### config.mk
export PLATFORM = sky130hd
export DESIGN_NAME = rtcc_regs
export DESIGN_NICKNAME = d
export VERILOG_FILES = /design/src/rtl/rtcc_pkg.sv /design/src/rtl/rtcc_regs.sv
export VERILOG_INCLUDE_DIRS = /design/src /design/src/rtl
export SDC_FILE = /design/constraint.sdc
export NUM_CORES = 1
export LEC_CHECK = 0
export CELL_PAD_IN_SITES_DETAIL_PLACEMENT = 0
export CELL_PAD_IN_SITES_GLOBAL_PLACEMENT = 2
export CORE_MARGIN = 4
export CORE_UTILIZATION = 39
export DETAILED_ROUTE_END_ITERATION = 8
export DONT_BUFFER_PORTS = 1
export PLACE_DENSITY_LB_ADDON = 0.12
export SLEW_MARGIN = 20
export SYNTH_ARGS = -nofsm -noshare
export SYNTH_HDL_FRONTEND = slang
export SYNTH_SLANG_ARGS = --single-unit
### constraint.sdc
create_clock -name core_clk -period 4.01 [get_ports core_clk]
set_input_delay 0.802 -clock core_clk [delete_from_list [all_inputs] [get_ports core_clk]]
set_output_delay 0.802 -clock core_clk [all_outputs]
set_load 0.01 [all_outputs]
### src/rtl/rtcc_defs.svh
`ifndef RTCC_DEFS_SVH
`define RTCC_DEFS_SVH

// ----------------------------------------
// Register offsets
// ----------------------------------------
`define RTCC_OFF_TIME      6'h00
`define RTCC_OFF_DATE      6'h04
`define RTCC_OFF_CTRL      6'h08

// ----------------------------------------
// Reset values and writable masks
// ----------------------------------------
`define RTCC_TIME_RST      32'h00000000
`define RTCC_DATE_RST      32'h00002101
`define RTCC_CTRL_RST      32'h00000000
`define RTCC_TIME_MASK     32'h007F7F7F
`define RTCC_DATE_MASK     32'h00FFFF3F
`define RTCC_CTRL_MASK     32'h00005D7F
`define RTCC_CTRL_INITONLY 32'h000000D0

// ----------------------------------------
// Field positions
// ----------------------------------------
`define RTCC_SEC_U_LO      0
`define RTCC_SEC_T_LO      4
`define RTCC_MIN_U_LO      8
`define RTCC_MIN_T_LO      12
`define RTCC_HR_U_LO       16
`define RTCC_HR_T_LO       20
`define RTCC_PM_BIT        22
`define RTCC_DAY_U_LO      0
`define RTCC_DAY_T_LO      4
`define RTCC_MON_U_LO      8
`define RTCC_MON_T_BIT     12
`define RTCC_WDAY_LO       13
`define RTCC_YR_U_LO       16
`define RTCC_YR_T_LO       20
`define RTCC_BIT_STAMP_EDGE 3
`define RTCC_BIT_REF_DET   4
`define RTCC_BIT_BYPASS    5
`define RTCC_BIT_HOUR_FMT  6
`define RTCC_BIT_ALARM_ON  8
`define RTCC_BIT_WUT_ON    10
`define RTCC_BIT_STAMP_ON  11
`define RTCC_BIT_ALARM_IRQ 12
`define RTCC_BIT_WUT_IRQ   14
`define RTCC_BIT_SUMMER    16
`define RTCC_BIT_WINTER    17

// ----------------------------------------
// Timing
// ----------------------------------------
`define RTCC_SHADOW_PERIOD 2

`endif

### src/rtl/rtcc_pkg.sv
package rtcc_pkg;
   typedef logic [31:0] rtcc_word_t;
   typedef logic [5:0]  rtcc_addr_t;
   typedef enum logic [2:0] {
      RTCC_ADJ_IDLE   = 3'b001,
      RTCC_ADJ_SUMMER = 3'b010,
      RTCC_ADJ_WINTER = 3'b100
   } rtcc_adj_t;
endpackage

### src/rtl/rtcc_regs.sv
`timescale 1ns/10ps
`include "rtcc_defs.svh"
// Notes on behaviour
// - Time/date writes need init mode, unprotected
// - Seconds BCD units 3:0, tens 6:4
// - Minutes BCD units 11:8, tens 14:12
// - Hours BCD units 19:16, tens 21:20
// - Bit 22 marks PM
// - Day BCD units 3:0, tens 5:4
// - Month BCD units 11:8, tens 12
// - Weekday code in bits 15:13
// - Year BCD units 19:16, tens 23:20
// - Control bits 6,4 writable only in init; bit 7 is not writable
// - Summer/winter adjust applies at next second
// - Control writes ignored while protected
// - Wake-up clock divides by 8,4,2,1
// - Codes 1xx pick second tick, 11x adds 2^16
// - Bit 3 picks timestamp edge
// - Bit 4 enables reference clock detection
// - Bit 5 selects shadow or live reads
// - Bit 6 selects 12-hour format
// - Bits 8,10,11 enable alarm, wake-up, stamp
// - Bits 12,14 gate alarm and wake-up irqs
// - Summer adjust outside init adds one hour
module rtcc_regs (
   // Clock and reset
   input  wire logic            core_clk,
   input  wire logic            rstn,
   // Register bus
   input  wire rtcc_pkg::rtcc_addr_t reg_addr,
   input  wire rtcc_pkg::rtcc_word_t reg_wdata,
   input  wire logic            reg_wr,
   input  wire logic            reg_rd,
   output rtcc_pkg::rtcc_word_t reg_rdata,
   // Mode levels, second tick and live counters
   input  wire logic            init_mode,
   input  wire logic            write_protect,
   input  wire logic            second_tick,
   input  wire rtcc_pkg::rtcc_word_t live_time,
   input  wire rtcc_pkg::rtcc_word_t live_date,
   // Stored calendar words and load pulses
   output rtcc_pkg::rtcc_word_t time_value,
   output rtcc_pkg::rtcc_word_t date_value,
   output logic                 time_load,
   output logic                 date_load,
   // Control field decode
   output logic [2:0]           wakeup_clock_choice,
   output logic                 wakeup_reload_add,
   output logic                 wakeup_tick_sel,
   output logic [1:0]           wakeup_div_log2,
   output logic                 stamp_edge_choice,
   output logic                 ref_clock_detect_on,
   output logic                 bypass_shadow_read,
   output logic                 hour_format_select,
   output logic                 alarm_on,
   output logic                 wakeup_timer_on,
   output logic                 stamp_capture_on,
   output logic                 alarm_irq_on,
   output logic                 wakeup_irq_on,
   // Event requests and gated interrupt lines
   input  wire logic            alarm_event,
   input  wire logic            wakeup_event,
   output logic                 alarm_irq,
   output logic                 wakeup_irq
);
   import rtcc_pkg::*;

   // ----------------------------------------
   // Write-side field split of the bus word
   // ----------------------------------------
   // Time digits picked from the bus word
   wire [3:0] seconds_units = reg_wdata[`RTCC_SEC_U_LO +: 4];
   wire [2:0] seconds_tens  = reg_wdata[`RTCC_SEC_T_LO +: 3];
   wire [3:0] minutes_units = reg_wdata[`RTCC_MIN_U_LO +: 4];
   wire [2:0] minutes_tens  = reg_wdata[`RTCC_MIN_T_LO +: 3];
   wire [3:0] hours_units   = reg_wdata[`RTCC_HR_U_LO +: 4];
   wire [1:0] hours_tens    = reg_wdata[`RTCC_HR_T_LO +: 2];
   wire       pm_marker     = reg_wdata[`RTCC_PM_BIT];

   // Date digits picked from the bus word
   wire [3:0] day_units     = reg_wdata[`RTCC_DAY_U_LO +: 4];
   wire [1:0] day_tens      = reg_wdata[`RTCC_DAY_T_LO +: 2];
   wire [3:0] month_units   = reg_wdata[`RTCC_MON_U_LO +: 4];
   wire       month_tens    = reg_wdata[`RTCC_MON_T_BIT];
   wire [2:0] weekday_code  = reg_wdata[`RTCC_WDAY_LO +: 3];
   wire [3:0] year_units    = reg_wdata[`RTCC_YR_U_LO +: 4];
   wire [3:0] year_tens     = reg_wdata[`RTCC_YR_T_LO +: 4];

   // Reassembled words, reserved positions forced to zero
   wire [31:0] time_wr_word = {9'h000, pm_marker, hours_tens, hours_units, 1'h0,
                               minutes_tens, minutes_units, 1'h0, seconds_tens,
                               seconds_units};
   wire [31:0] date_wr_word = {8'h00, year_tens, year_units, weekday_code,
                               month_tens, month_units, 2'h0, day_tens,
                               day_units};

   // ----------------------------------------
   // Storage
   // ----------------------------------------
   rtcc_word_t time_reg, time_next;
   rtcc_word_t date_reg, date_next;
   rtcc_word_t ctrl_reg, ctrl_next;
   rtcc_word_t shadow_time_reg;
   rtcc_word_t shadow_date_reg;
   logic       shadow_phase_reg;
   rtcc_adj_t  adj_reg, adj_next;
   rtcc_word_t rdata_reg, rdata_next;

   // ----------------------------------------
   // Address decode and write qualification
   // ----------------------------------------
   wire hit_time   = (reg_addr == `RTCC_OFF_TIME);
   wire hit_date   = (reg_addr == `RTCC_OFF_DATE);
   wire hit_ctrl   = (reg_addr == `RTCC_OFF_CTRL);
   wire unlocked   = ~write_protect;
   wire cal_wr_ok  = reg_wr & init_mode & unlocked;
   wire wr_time    = cal_wr_ok & hit_time;
   wire wr_date    = cal_wr_ok & hit_date;
   wire wr_ctrl    = reg_wr & hit_ctrl & unlocked;
   // Init-only bits keep their old value outside init mode
   // Bits any unprotected write may change
   wire [31:0] ctrl_open_bits = `RTCC_CTRL_MASK & ~`RTCC_CTRL_INITONLY;
   // Bits that only follow the bus in init mode
   wire [31:0] ctrl_init_bits = `RTCC_CTRL_MASK & `RTCC_CTRL_INITONLY;
   wire [31:0] ctrl_wmask = init_mode ? (ctrl_open_bits | ctrl_init_bits)
                                      : ctrl_open_bits;
   wire summer_req = wr_ctrl & reg_wdata[`RTCC_BIT_SUMMER] & ~init_mode;
   wire winter_req = wr_ctrl & reg_wdata[`RTCC_BIT_WINTER] & ~init_mode;

   // ----------------------------------------
   // BCD hour arithmetic for seasonal change
   // ----------------------------------------
   // Pending request kinds
   wire adj_summer = (adj_reg == RTCC_ADJ_SUMMER);
   wire adj_winter = (adj_reg == RTCC_ADJ_WINTER);
   wire adj_idle   = (adj_reg == RTCC_ADJ_IDLE);
   wire [3:0] hr_u = time_reg[`RTCC_HR_U_LO +: 4];
   wire [1:0] hr_t = time_reg[`RTCC_HR_T_LO +: 2];
   // Tens digit widened before the product so no carry is lost
   wire [5:0] hr_bin = ({4'h0, hr_t} * 6'h0A) + {2'h0, hr_u};
   wire [5:0] hr_max = ctrl_reg[`RTCC_BIT_HOUR_FMT] ? 6'h0C : 6'h17;
   wire [5:0] hr_min = ctrl_reg[`RTCC_BIT_HOUR_FMT] ? 6'h01 : 6'h00;
   wire [5:0] hr_up  = (hr_bin == hr_max) ? hr_min : hr_bin + 6'h01;
   wire [5:0] hr_dn  = hr_bin - 6'h01;
   wire [5:0] hr_new = adj_summer ? hr_up : hr_dn;
   wire [1:0] hr_new_t = 2'(hr_new / 6'h0A);
   wire [3:0] hr_new_u = 4'(hr_new % 6'h0A);
   // Twelve-hour roll from 11 to 12 flips the meridiem
   wire pm_flip = ctrl_reg[`RTCC_BIT_HOUR_FMT] & adj_summer
                  & (hr_bin == 6'h0B);
   wire adj_fire = second_tick & ~adj_idle;
   wire winter_void = adj_winter & (hr_bin == 6'h00);

   // ----------------------------------------
   // Next-state for calendar registers
   // ----------------------------------------
   always_comb begin
      time_next = time_reg;
      if (wr_time) begin
         time_next = time_wr_word;
      end else if (adj_fire && !winter_void) begin
         time_next[`RTCC_HR_U_LO +: 4] = hr_new_u;
         time_next[`RTCC_HR_T_LO +: 2] = hr_new_t;
         time_next[`RTCC_PM_BIT] = time_reg[`RTCC_PM_BIT] ^ pm_flip;
      end
   end

   // Date fields stored as written
   always_comb begin
      date_next = date_reg;
      if (wr_date) begin
         date_next = date_wr_word;
      end
   end

   // Control register merge
   always_comb begin
      ctrl_next = ctrl_reg;
      if (wr_ctrl) begin
         ctrl_next = (ctrl_reg & ~ctrl_wmask) | (reg_wdata & ctrl_wmask);
      end
   end

   // Seasonal adjustment request held until the next second
   always_comb begin
      adj_next = adj_reg;
      if (summer_req) begin
         adj_next = RTCC_ADJ_SUMMER;
      end else if (winter_req) begin
         adj_next = RTCC_ADJ_WINTER;
      end else if (adj_fire) begin
         adj_next = RTCC_ADJ_IDLE;
      end
   end

   // ----------------------------------------
   // Read path
   // ----------------------------------------
   wire bypass = ctrl_reg[`RTCC_BIT_BYPASS];
   wire [31:0] rd_time = bypass ? (live_time & `RTCC_TIME_MASK) : shadow_time_reg;
   wire [31:0] rd_date = bypass ? (live_date & `RTCC_DATE_MASK) : shadow_date_reg;

   // Read data select, zero when no read
   always_comb begin
      rdata_next = 32'h00000000;
      if (reg_rd) begin
         if (hit_time) begin
            rdata_next = rd_time;
         end else if (hit_date) begin
            rdata_next = rd_date;
         end else if (hit_ctrl) begin
            rdata_next = ctrl_reg;
         end
      end
   end

   // ----------------------------------------
   // Flops
   // ----------------------------------------
   // Time word: bus load or seasonal step
   always_ff @(posedge core_clk or negedge rstn) begin
      if (!rstn) begin
         time_reg <= `RTCC_TIME_RST;
      end else begin
         time_reg <= time_next;
      end
   end

   // Date word: bus load only
   always_ff @(posedge core_clk or negedge rstn) begin
      if (!rstn) begin
         date_reg <= `RTCC_DATE_RST;
      end else begin
         date_reg <= date_next;
      end
   end

   // Control word
   always_ff @(posedge core_clk or negedge rstn) begin
      if (!rstn) begin
         ctrl_reg <= `RTCC_CTRL_RST;
      end else begin
         ctrl_reg <= ctrl_next;
      end
   end

   // Pending seasonal request
   always_ff @(posedge core_clk or negedge rstn) begin
      if (!rstn) begin
         adj_reg <= RTCC_ADJ_IDLE;
      end else begin
         adj_reg <= adj_next;
      end
   end

   // Read data, standing one cycle after the strobe
   always_ff @(posedge core_clk or negedge rstn) begin
      if (!rstn) begin
         rdata_reg <= 32'h00000000;
      end else begin
         rdata_reg <= rdata_next;
      end
   end

   // Shadow refresh phase, toggles every kernel cycle
   always_ff @(posedge core_clk or negedge rstn) begin
      if (!rstn) begin
         shadow_phase_reg <= 1'b0;
      end else begin
         shadow_phase_reg <= ~shadow_phase_reg;
      end
   end

   // Shadow copies taken every second kernel cycle
   always_ff @(posedge core_clk or negedge rstn) begin
      if (!rstn) begin
         shadow_time_reg <= `RTCC_TIME_RST;
         shadow_date_reg <= `RTCC_DATE_RST;
      end else if (shadow_phase_reg) begin
         shadow_time_reg <= time_reg;
         shadow_date_reg <= date_reg;
      end
   end

   // ----------------------------------------
   // Usage limits for software
   // ----------------------------------------
   // Control rewrites racing an hour carry may swallow it
   // Live calendar counters come from outside this block
   // Shadow copies trail the stored words by up to 2 cycles
   // Slow bus clocks need the bypass bit, or reads tear
   // Reference detection assumes a prescaler of 0x00FF
   // Timestamp edge changes belong to stamp-off periods
   // Summer request outranks winter when both are set
   // Summer and winter bits are never stored; read as 0
   // Winter at hour 0 is dropped together with its request
   // Twelve-hour winter from 1 lands on 0, uncorrected
   // Twelve-hour roll 11 to 12 flips the meridiem bit
   // Calendar write in the tick cycle wins over the step
   // Write protection also freezes the control register
   // Writes take one cycle; the bus never waits
   // Unmapped offsets read zero and ignore writes
   // Wake-up divider code is meaningful only off the tick

   // ----------------------------------------
   // Control decode
   // ----------------------------------------
   // Bus and calendar outputs
   assign reg_rdata           = rdata_reg;
   assign time_value          = time_reg;
   assign date_value          = date_reg;
   assign time_load           = wr_time;
   assign date_load           = wr_date;

   // Wake-up clock source
   assign wakeup_clock_choice = ctrl_reg[2:0];
   assign wakeup_tick_sel     = ctrl_reg[2];
   assign wakeup_reload_add   = ctrl_reg[2] & ctrl_reg[1];
   assign wakeup_div_log2     = 2'h3 - ctrl_reg[1:0];

   // Timestamp, reference and read mode
   assign stamp_edge_choice   = ctrl_reg[`RTCC_BIT_STAMP_EDGE];
   assign ref_clock_detect_on = ctrl_reg[`RTCC_BIT_REF_DET];
   assign bypass_shadow_read  = bypass;
   assign hour_format_select  = ctrl_reg[`RTCC_BIT_HOUR_FMT];

   // Function enables
   assign alarm_on            = ctrl_reg[`RTCC_BIT_ALARM_ON];
   assign wakeup_timer_on     = ctrl_reg[`RTCC_BIT_WUT_ON];
   assign stamp_capture_on    = ctrl_reg[`RTCC_BIT_STAMP_ON];

   // Interrupt gates
   assign alarm_irq_on        = ctrl_reg[`RTCC_BIT_ALARM_IRQ];
   assign wakeup_irq_on       = ctrl_reg[`RTCC_BIT_WUT_IRQ];

   // Event requests gated by function and interrupt enables
   assign alarm_irq  = alarm_event & alarm_on & alarm_irq_on;
   assign wakeup_irq = wakeup_event & wakeup_timer_on & wakeup_irq_on;
endmodule

==> results of run 1 <==
[worst max-delay path: stages, from the launching register on]
cell and delay [ns]:
dfrtp_1 0.39, ha_1 0.23, fa_1 0.45, xor2_2 0.33, nor3_2 0.12, a32o_1 0.27
a21oi_1 0.13, o221ai_1 0.14, nand2b_1 0.26, xor2_1 0.17, o21ai_0 0.24, ha_1 0.30
xor2_1 0.11, a2111oi_2 0.40, nor4_2 0.06
[path summary, 6_finish.rpt]
check,startpoint,depth (start not counted),to,slack [ns]
min reg2reg,shadow_date_reg[10]$_DFFE_PN0P_,1,shadow_date_reg[10]$_DFFE_PN0P_,0.50
max reg2reg,time_value[17]$_DFFE_PN0P_,14,time_value[19]$_DFFE_PN0P_,0.28
min,rstn,0,reg_rdata[2]$_DFF_PN0_,0.09
min in group core_clk,reg_wdata[12],2,time_value[12]$_DFFE_PN0P_,0.50
max,time_value[17]$_DFFE_PN0P_,14,time_value[19]$_DFFE_PN0P_,0.28
max in group asynchronous,rstn,0,shadow_date_reg[13]$_DFFE_PN1P_,3.59
[synthesized netlist by cell type, drive strengths merged, types with 3 or more instances]
library cell / count / area (um^2)
nor2: 17 / 68.8
buf: 41 / 293
nor3: 8 / 50.1
nand2b: 3 / 18.8
a41oi: 3 / 33.8
ha: 7 / 87.6
o22ai: 22 / 144
dfrtp: 118 / 2950
clkbuf: 20 / 75.1
a21oi: 23 / 126
inv: 10 / 37.5
o31ai: 4 / 30.0
xnor2: 5 / 43.8
a22oi: 3 / 27.5
nor2b: 11 / 68.8
mux2: 78 / 878
dfstp: 7 / 184
nand3: 9 / 45.0
o21ai: 16 / 83.8
nand2: 59 / 229
nand4: 3 / 18.8
xor2: 6 / 78.8
o211ai: 3 / 22.5
mux2i: 42 / 424
and3: 5 / 31.3
and2: 4 / 25.0
[stage by stage]
step           setup WS [ns]  power, mW  std cells  hold slack, ns
2_1_floorplan          0.528       2.55        589           0.473
3_3_place_gp           0.382       2.83        768           0.488
3_5_place_dp           0.311       2.85        768           0.494
4_1_cts                0.300       4.34        800          0.0670
5_1_grt               0.0984       4.57        800          0.0634
6_report               0.283       4.31        800          0.0874
[kinds of logic after synthesis]
family,count (synthesis),synth area share
simple gates,132,0.104
flops,125,0.492
other cells,1,0.000588
buf+inv,71,0.0635
compound gates,92,0.101
xor+xnor,11,0.0192
mux,120,0.204
fa+ha+maj,8,0.0169
[routing by layer]
layer / up-vias / share of wire / GRT usage
met5: - / 0 / 0
met4: 0 / 0.016 / 0.0521
met3: 19 / 0.096 / 0.0785
met2: 170 / 0.50 / 0.319
met1: 2192 / 0.39 / 0.219
li1: 1965 / - / -
[power by group through the flow]
stage	clock network, mW	registers (mW)	logic [mW]
after CTS	1.50	1.44	1.39
after global placement	0	1.46	1.36
after floorplan	0	1.43	1.12
final	1.47	1.44	1.40
after global routing	1.56	1.45	1.56
after detailed placement	0	1.47	1.39
[final cells by class]
type                            count  share of cell area
Sequential cell                   125               0.439
Tap cell                          216              0.0378
Clock inverter                     10              0.0165
Inverter                           10             0.00525
Clock buffer                       22              0.0622
Multi-Input combinational cell    393               0.414
Timing Repair Buffer               24              0.0252
==> metrics.txt, run 1 <==
number of flops mapped to enable cells by yosys 0; vias in the first global route 4,522; Reg area 3140 um^2; RD Place Congestion 0.844; Avg Inst Size Synth 11.4 um^2; worst hold path class in2async; vias per cell 5.43; critical path class reg2reg; first-pass GRT wire length 26,400 um; largest net degree at the start of global routing 126; MaxCap Viol Count 0; pwr dens 603 nW/um^2; switching share of power 0.340; fillers 1,530; Max Clock Freq 268 MHz; most frequent cells in the layout 116 x dfrtp_1, 78 x mux2_2, 58 x nand2_1, 41 x mux2i_1, 30 x conb_1; crit path max fanout 6; final hold vios 0; Mapped Area 6380 um^2; antenna violations before repair 0; CTS Hold Bufs 0; switching pwr 1.47 mW; RSZ-0062 raised after global routing no; CTS H-tree lvls 4; max reg flops 23; Core Util, Final 0.448; Layout area overhead 12.0%; final setup fails 0; Slew Limit Fails 0; Tot GR Track Use 0.188; Comb pwr share 0.324; register area share after synthesis 0.492; async set or reset register ratio after synthesis 1.00; Post-CTS Resized 0; DRC 0; DRT Pass-1 Iters 6; clk slew on worst S/H paths 0.06 ns; Yosys warnings 0; nets 690; die area 18,500 um^2; CTS Buf Count 17; WL final 17,400 um; DRT antenna net count 0; worst slew pin tran 0.843 ns; final worst-path cycle share 0.930; I/O Pins 227; Post-CTS Setup Inserts 0; most common cell after layout, fill and taps aside dfrtp_1; post-route minimum period 3.73 ns; Sequential Power Share 0.335; clk sink count 125; status finished clean; clk buf depth 2; Vias 4,346; slew margin rel. 0.438; Pint 2.84 mW; setup TNS 0 ns; area of the multi-input gates 2960 um^2; Synth Flop Type dfrtp_1; worst endpoint data arrival time 4.02 ns; CTS root buf clkbuf_16; Die Ht 136 um; Skew-Pair Late Insertion Delay 0.41 ns; aggregate global routing overflow 0; clock share of power 0.341; CP startpoint kind flop; VDD IR-drop max 0.307 mV; Wirelength per Cell 21.7 um; core area 15,900 um^2; CTS tree yes; fin area 7140 um^2; synth unique cells 67; diode count 0; row count 46; #FFs+latches synth 125; Die W 136 um; Final Skew 0.00828 ns; CP required 4.30 ns; Initial Util 0.400; Iter 0 DRT Violations 152; Leak 3.28 nW; Crit. End Element flop; Port Buf Inserts 0; layout cells sized above 1 0.269; placed cell area 6580 um^2; Mapped Cells 560; hpwl dp 12,500 um
Power figures use the tool's default switching activity.
==> run 2: changes to the inputs <==
--- a/config.mk
+++ b/config.mk
@@ -6,10 +6,8 @@
 export SDC_FILE = /design/constraint.sdc
 export NUM_CORES = 1
 export LEC_CHECK = 0
-export CELL_PAD_IN_SITES_DETAIL_PLACEMENT = 0
-export CELL_PAD_IN_SITES_GLOBAL_PLACEMENT = 2
 export CORE_MARGIN = 4
-export CORE_UTILIZATION = 39
+export CORE_UTILIZATION = 52
 export DETAILED_ROUTE_END_ITERATION = 8
 export DONT_BUFFER_PORTS = 1
 export PLACE_DENSITY_LB_ADDON = 0.12
==> metrics.txt, run 2 (synthesis gave the netlist of run 1 again) <==
status finished clean; nets 686; vias per cell 5.87; final worst-path cycle share 0.952; DRC 0; critical path class reg2reg; VDD IR-drop max 0.411 mV; final setup fails 0; Vias 4,269; Leak 3.31 nW; CTS tree yes; worst hold path class in2async; worst endpoint data arrival time 4.11 ns; fillers 1,000; I/O Pins 227; die area 14,100 um^2; Crit. End Element flop; aggregate global routing overflow 0; CP startpoint kind flop; clk slew on worst S/H paths 0.05 ns; Initial Util 0.531; final hold vios 0; crit path max fanout 6; DRT Pass-1 Iters 5; vias in the first global route 4,329; Wirelength per Cell 21.9 um; layout cells sized above 1 0.272; WL final 15,900 um; CP delay by family, top compound AO/OA/AOI/OAI gates; Tot GR Track Use 0.224; max reg flops 23; Iter 0 DRT Violations 226; WP depth 14; highest-delay cell along the critical path fa_1; hpwl dp 11,300 um; clk sink count 125; diode count 0; row count 40; post-route minimum period 3.82 ns; CTS Hold Bufs 0; crit-path cells ha_1 -> fa_1 -> xor2_4 -> nor3_2 -> a32o_1 -> a21oi_1 -> o221ai_1 -> nand2b_2 -> xor2_1 -> o21ai_0 -> ha_1 -> xor2_1 -> a2111oi_2 -> nor4_2; Die Ht 119 um; Slew Limit Fails 0; setup TNS 0 ns; CTS root buf clkbuf_16; CTS H-tree lvls 4; most frequent cells in the layout 116 x dfrtp_1, 78 x mux2_2, 58 x nand2_1, 41 x mux2i_1, 30 x conb_1; pwr dens 616 nW/um^2; Final Skew 0.00435 ns; Skew-Pair Late Insertion Delay 0.41 ns; R2R depth 14; worst path bufs/invs 0; slew margin rel. 0.417; area of the multi-input gates 2990 um^2; first-pass GRT wire length 24,500 um; Die W 119 um; DRT antenna net count 0; MaxCap Viol Count 0; CTS Buf Count 17; Reg area 3140 um^2; Max Clock Freq 262 MHz; Worst path max stage delay 0.52 ns; antenna violations before repair 0; CP required 4.31 ns; core area 12,000 um^2; largest net degree at the start of global routing 126; RD Place Congestion 0.885; worst slew pin tran 0.875 ns; most common cell after layout, fill and taps aside dfrtp_1; clk buf depth 2; Port Buf Inserts 0; Total Power 4.38 mW; Layout area overhead 11.3%
## run 2: changes by cell type in the layout (fill, tap and decap cells not counted), sizes merged
cell,before,now
bufinv,2,3
clkinvlp,4,1
buf,24,20
clkinv,3,6
clkbuf,22,21
## run 2: area by class of cell
class	instances	area share
clock buffers	21	0.0648
clock inverters	11	0.0197
inverters	10	0.00528
multi-input cells	393	0.421
flip-flops and latches	125	0.442
well taps	147	0.0259
repair buffers	20	0.0211
## run 2: report_power, final
part / leakage [nW] / internal [mW] / total (mW) / switching [mW]
Sequential: 1.69 / 1.34 / 1.44 / 0.103
Combinational: 1.32 / 0.581 / 1.38 / 0.799
Clock: 0.297 / 1.01 / 1.55 / 0.549
## run 2: routing by layer
| metal | wire [um] | vias up | share of wire | GRT usage |
|---|---|---|---|---|
| li1 | - | 1965 | - | - |
| met1 | 6210 | 2116 | 0.39 | 0.264 |
| met2 | 7750 | 168 | 0.49 | 0.358 |
| met3 | 1660 | 20 | 0.10 | 0.111 |
| met4 | 274 | 0 | 0.017 | 0.0768 |
| met5 | 0 | - | 0 | 0 |
## run 2: path summary, 6_finish.rpt
| check | start | endpoint | slack (ns) |
|---|---|---|---|
| max | time_value[17]$_DFFE_PN0P_ | time_value[19]$_DFFE_PN0P_ | 0.19 |
| max reg2reg | time_value[17]$_DFFE_PN0P_ | time_value[19]$_DFFE_PN0P_ | 0.19 |
| max in group asynchronous | rstn | date_value[13]$_DFFE_PN1P_ | 3.69 |
| min | rstn | shadow_time_reg[11]$_DFFE_PN0P_ | 0.08 |
| min in group core_clk | reg_wdata[16] | adj_reg[2]$_DFFE_PN0P_ | 0.49 |
| min reg2reg | shadow_time_reg[13]$_DFFE_PN0P_ | shadow_time_reg[13]$_DFFE_PN0P_ | 0.50 |
## run 2: what timing repair did
action,in CTS,in global routing
gates resized for setup,0,5
setup buffers,0,1
endpoints found under the hold margin,0,0
endpoints found under the setup margin,0,1
## run 2: per-stage QoR
step / hold WS (ns) / area (um^2) / setup WS [ns] / cells / util
after floorplan: 0.473 / 6490 / 0.528 / 589 / -
after detailed placement: 0.495 / 6460 / 0.193 / 694 / 0.538
after global routing: 0.0571 / 7100 / -0.0340 / 727 / 0.591
after CTS: 0.0610 / 7060 / 0.191 / 726 / 0.588
final: 0.0797 / 7100 / 0.191 / 727 / 0.591
after global placement: 0.489 / 6460 / 0.223 / 694 / 0.538
## run 2: worst reg2reg max path, stage by stage (launching register included)
cell	delay [ns]
dfrtp_1	0.45
ha_1	0.26
fa_1	0.52
xor2_4	0.29
nor3_2	0.10
a32o_1	0.27
a21oi_1	0.13
o221ai_1	0.16
nand2b_2	0.29
xor2_1	0.16
o21ai_0	0.21
ha_1	0.29
xor2_1	0.11
a2111oi_2	0.41
nor4_2	0.06
==> run 3: changes to the inputs <==
--- a/config.mk
+++ b/config.mk
@@ -7,7 +7,7 @@
 export NUM_CORES = 1
 export LEC_CHECK = 0
 export CORE_MARGIN = 4
-export CORE_UTILIZATION = 52
+export CORE_UTILIZATION = 45
 export DETAILED_ROUTE_END_ITERATION = 8
 export DONT_BUFFER_PORTS = 1
 export PLACE_DENSITY_LB_ADDON = 0.12
==> constraint.sdc (replaced) <==
create_clock -name core_clk -period 3.2 [get_ports core_clk]
set_input_delay 0.64 -clock core_clk [delete_from_list [all_inputs] [get_ports core_clk]]
set_output_delay 0.64 -clock core_clk [all_outputs]
set_load 0.01 [all_outputs]
==> metrics.txt, run 3 (synthesis gave the netlist of run 1 again) <==
status finished, violations left; violated checks hold timing, setup timing; layout cells sized above 1 0.312; Wirelength per Cell 21.3 um; Port Buf Inserts 0; worst path bufs/invs 0; fillers 1,217; Comb pwr share 0.373; antenna violations before repair 0; highest-delay cell along the critical path dfrtp_2; MaxCap Viol Count 0; CTS tree yes; clk sink count 125; final worst-path cycle share 1.03; hpwl dp 11,800 um; Crit. End Element flop; worst endpoint data arrival time 3.59 ns; post-route minimum period 3.30 ns; critical path class reg2reg; worst slew pin tran 1.02 ns; worst hold path class in2async; aggregate global routing overflow 0; WL final 16,700 um; crit-path most repeated cell xor2_1; Initial Util 0.460; CP delay by family, top compound AO/OA/AOI/OAI gates; crit-path cells ha_4 -> fa_2 -> xor2_4 -> nor3_4 -> a32o_1 -> a21oi_2 -> o221ai_2 -> nand2b_4 -> xor2_1 -> o21ai_1 -> ha_2 -> xor2_1 -> a2111oi_2 -> nor4_2; I/O Pins 227; WP depth 14; row count 43; slew margin rel. 0.321; Hold Slack -0.0795 ns; most common cell after layout, fill and taps aside dfrtp_1; Leak 3.41 nW; most frequent cells in the layout 114 x dfrtp_1, 77 x mux2_2, 57 x nand2_1, 41 x mux2i_1, 39 x buf_4; Die W 127 um; Total Power 5.76 mW; Die Ht 127 um; final setup fails 2; Worst path max stage delay 0.43 ns; RD Place Congestion 0.820; VDD IR-drop max 0.470 mV; DRT antenna net count 0; first-pass GRT wire length 25,900 um; crit path max fanout 6; die area 16,100 um^2; CTS root buf clkbuf_16; Max Clock Freq 303 MHz; clk buf depth 2; Final Skew 0.00631 ns; R2R depth 14; Skew-Pair Late Insertion Delay 0.41 ns; vias per cell 5.66; CP required 3.49 ns; RR Startpoint time_value[20]$_DFFE_PN0P_; Tot GR Track Use 0.206; largest net degree at the start of global routing 126; Slew Limit Fails 0; vias in the first global route 4,617; final hold vios 118; core area 13,900 um^2; nets 710; clock share of power 0.313; Layout area overhead 15.5%; Post-Place Setup Slack -0.212 ns; Worst R2R End time_value[19]$_DFFE_PN0P_; diode count 0; setup slack, reg-to-reg -0.1 ns; Pint 3.84 mW; switching pwr 1.91 mW; max reg flops 23; CTS Buf Count 17; CP startpoint kind flop; DRC 0; Vias 4,423; RSZ-0062 raised after global routing yes; CTS H-tree lvls 4; switching share of power 0.332; setup TNS -0.171 ns; Sequential Power Share 0.314; pwr dens 781 nW/um^2; DRT Pass-1 Iters 4; clk slew on worst S/H paths 0.06 ns; setup ws final -0.0985 ns; Iter 0 DRT Violations 301
## run 3: cell type report
class | count | area [um^2] | share of cell area
multi-input combinational | 393 | 3070 | 0.416
tap | 180 | 225 | 0.0306
inverter | 10 | 37.5 | 0.00509
clock buffer | 22 | 454 | 0.0616
clock inverter | 8 | 93.8 | 0.0127
timing repair buffer | 44 | 349 | 0.0474
sequential | 125 | 3140 | 0.426
## run 3: metal layers
metal  vias to the layer above  track usage  wire (um)
li1                       1993            -          -
met5                         -            0          0
met3                        24       0.0782       1370
met2                       174        0.343       8360
met1                      2232        0.248       6640
met4                         0       0.0688        284
## run 3: power by group through the flow
stage               sequential [mW]  clock, mW  combinational [mW]
floorplan                      1.80          0                1.51
global placement               1.83          0                1.89
detailed placement             1.83          0                1.89
CTS                            1.81       1.84                1.92
global route                   1.83       1.91                2.34
finish                         1.81       1.80                2.15
## run 3: worst max-delay path by stage
stage | from | end | slack, ns
global route | time_value[20]$_DFFE_PN0P_ | time_value[19]$_DFFE_PN0P_ | -0.29
global placement | time_value[20]$_DFFE_PN0P_ | time_value[19]$_DFFE_PN0P_ | -0.17
CTS | time_value[20]$_DFFE_PN0P_ | time_value[19]$_DFFE_PN0P_ | -0.12
detailed placement | time_value[20]$_DFFE_PN0P_ | time_value[19]$_DFFE_PN0P_ | -0.21
finish | time_value[20]$_DFFE_PN0P_ | time_value[19]$_DFFE_PN0P_ | -0.1
floorplan | time_value[20]$_DFFE_PN0P_ | time_value[19]$_DFFE_PN0P_ | -0.008
## run 3: repair_timing
item / 4_1_cts / 5_1_grt
hold endpoints to repair: 118 / 118
pin swaps: 9 / 7
gates resized for setup: 4 / 12
buffers inserted: 0 / 5
setup endpoints to repair: 2 / 3
cloned: 0 / 0
## run 3: stage by stage
| stage | utilization | area, um^2 | cells |
|---|---|---|---|
| final | 0.531 | 7370 | 782 |
| after global routing | 0.531 | 7370 | 782 |
| after CTS | 0.523 | 7260 | 777 |
| after detailed placement | 0.483 | 6700 | 747 |
| after global placement | 0.483 | 6700 | 747 |
| after floorplan | - | 6550 | 589 |
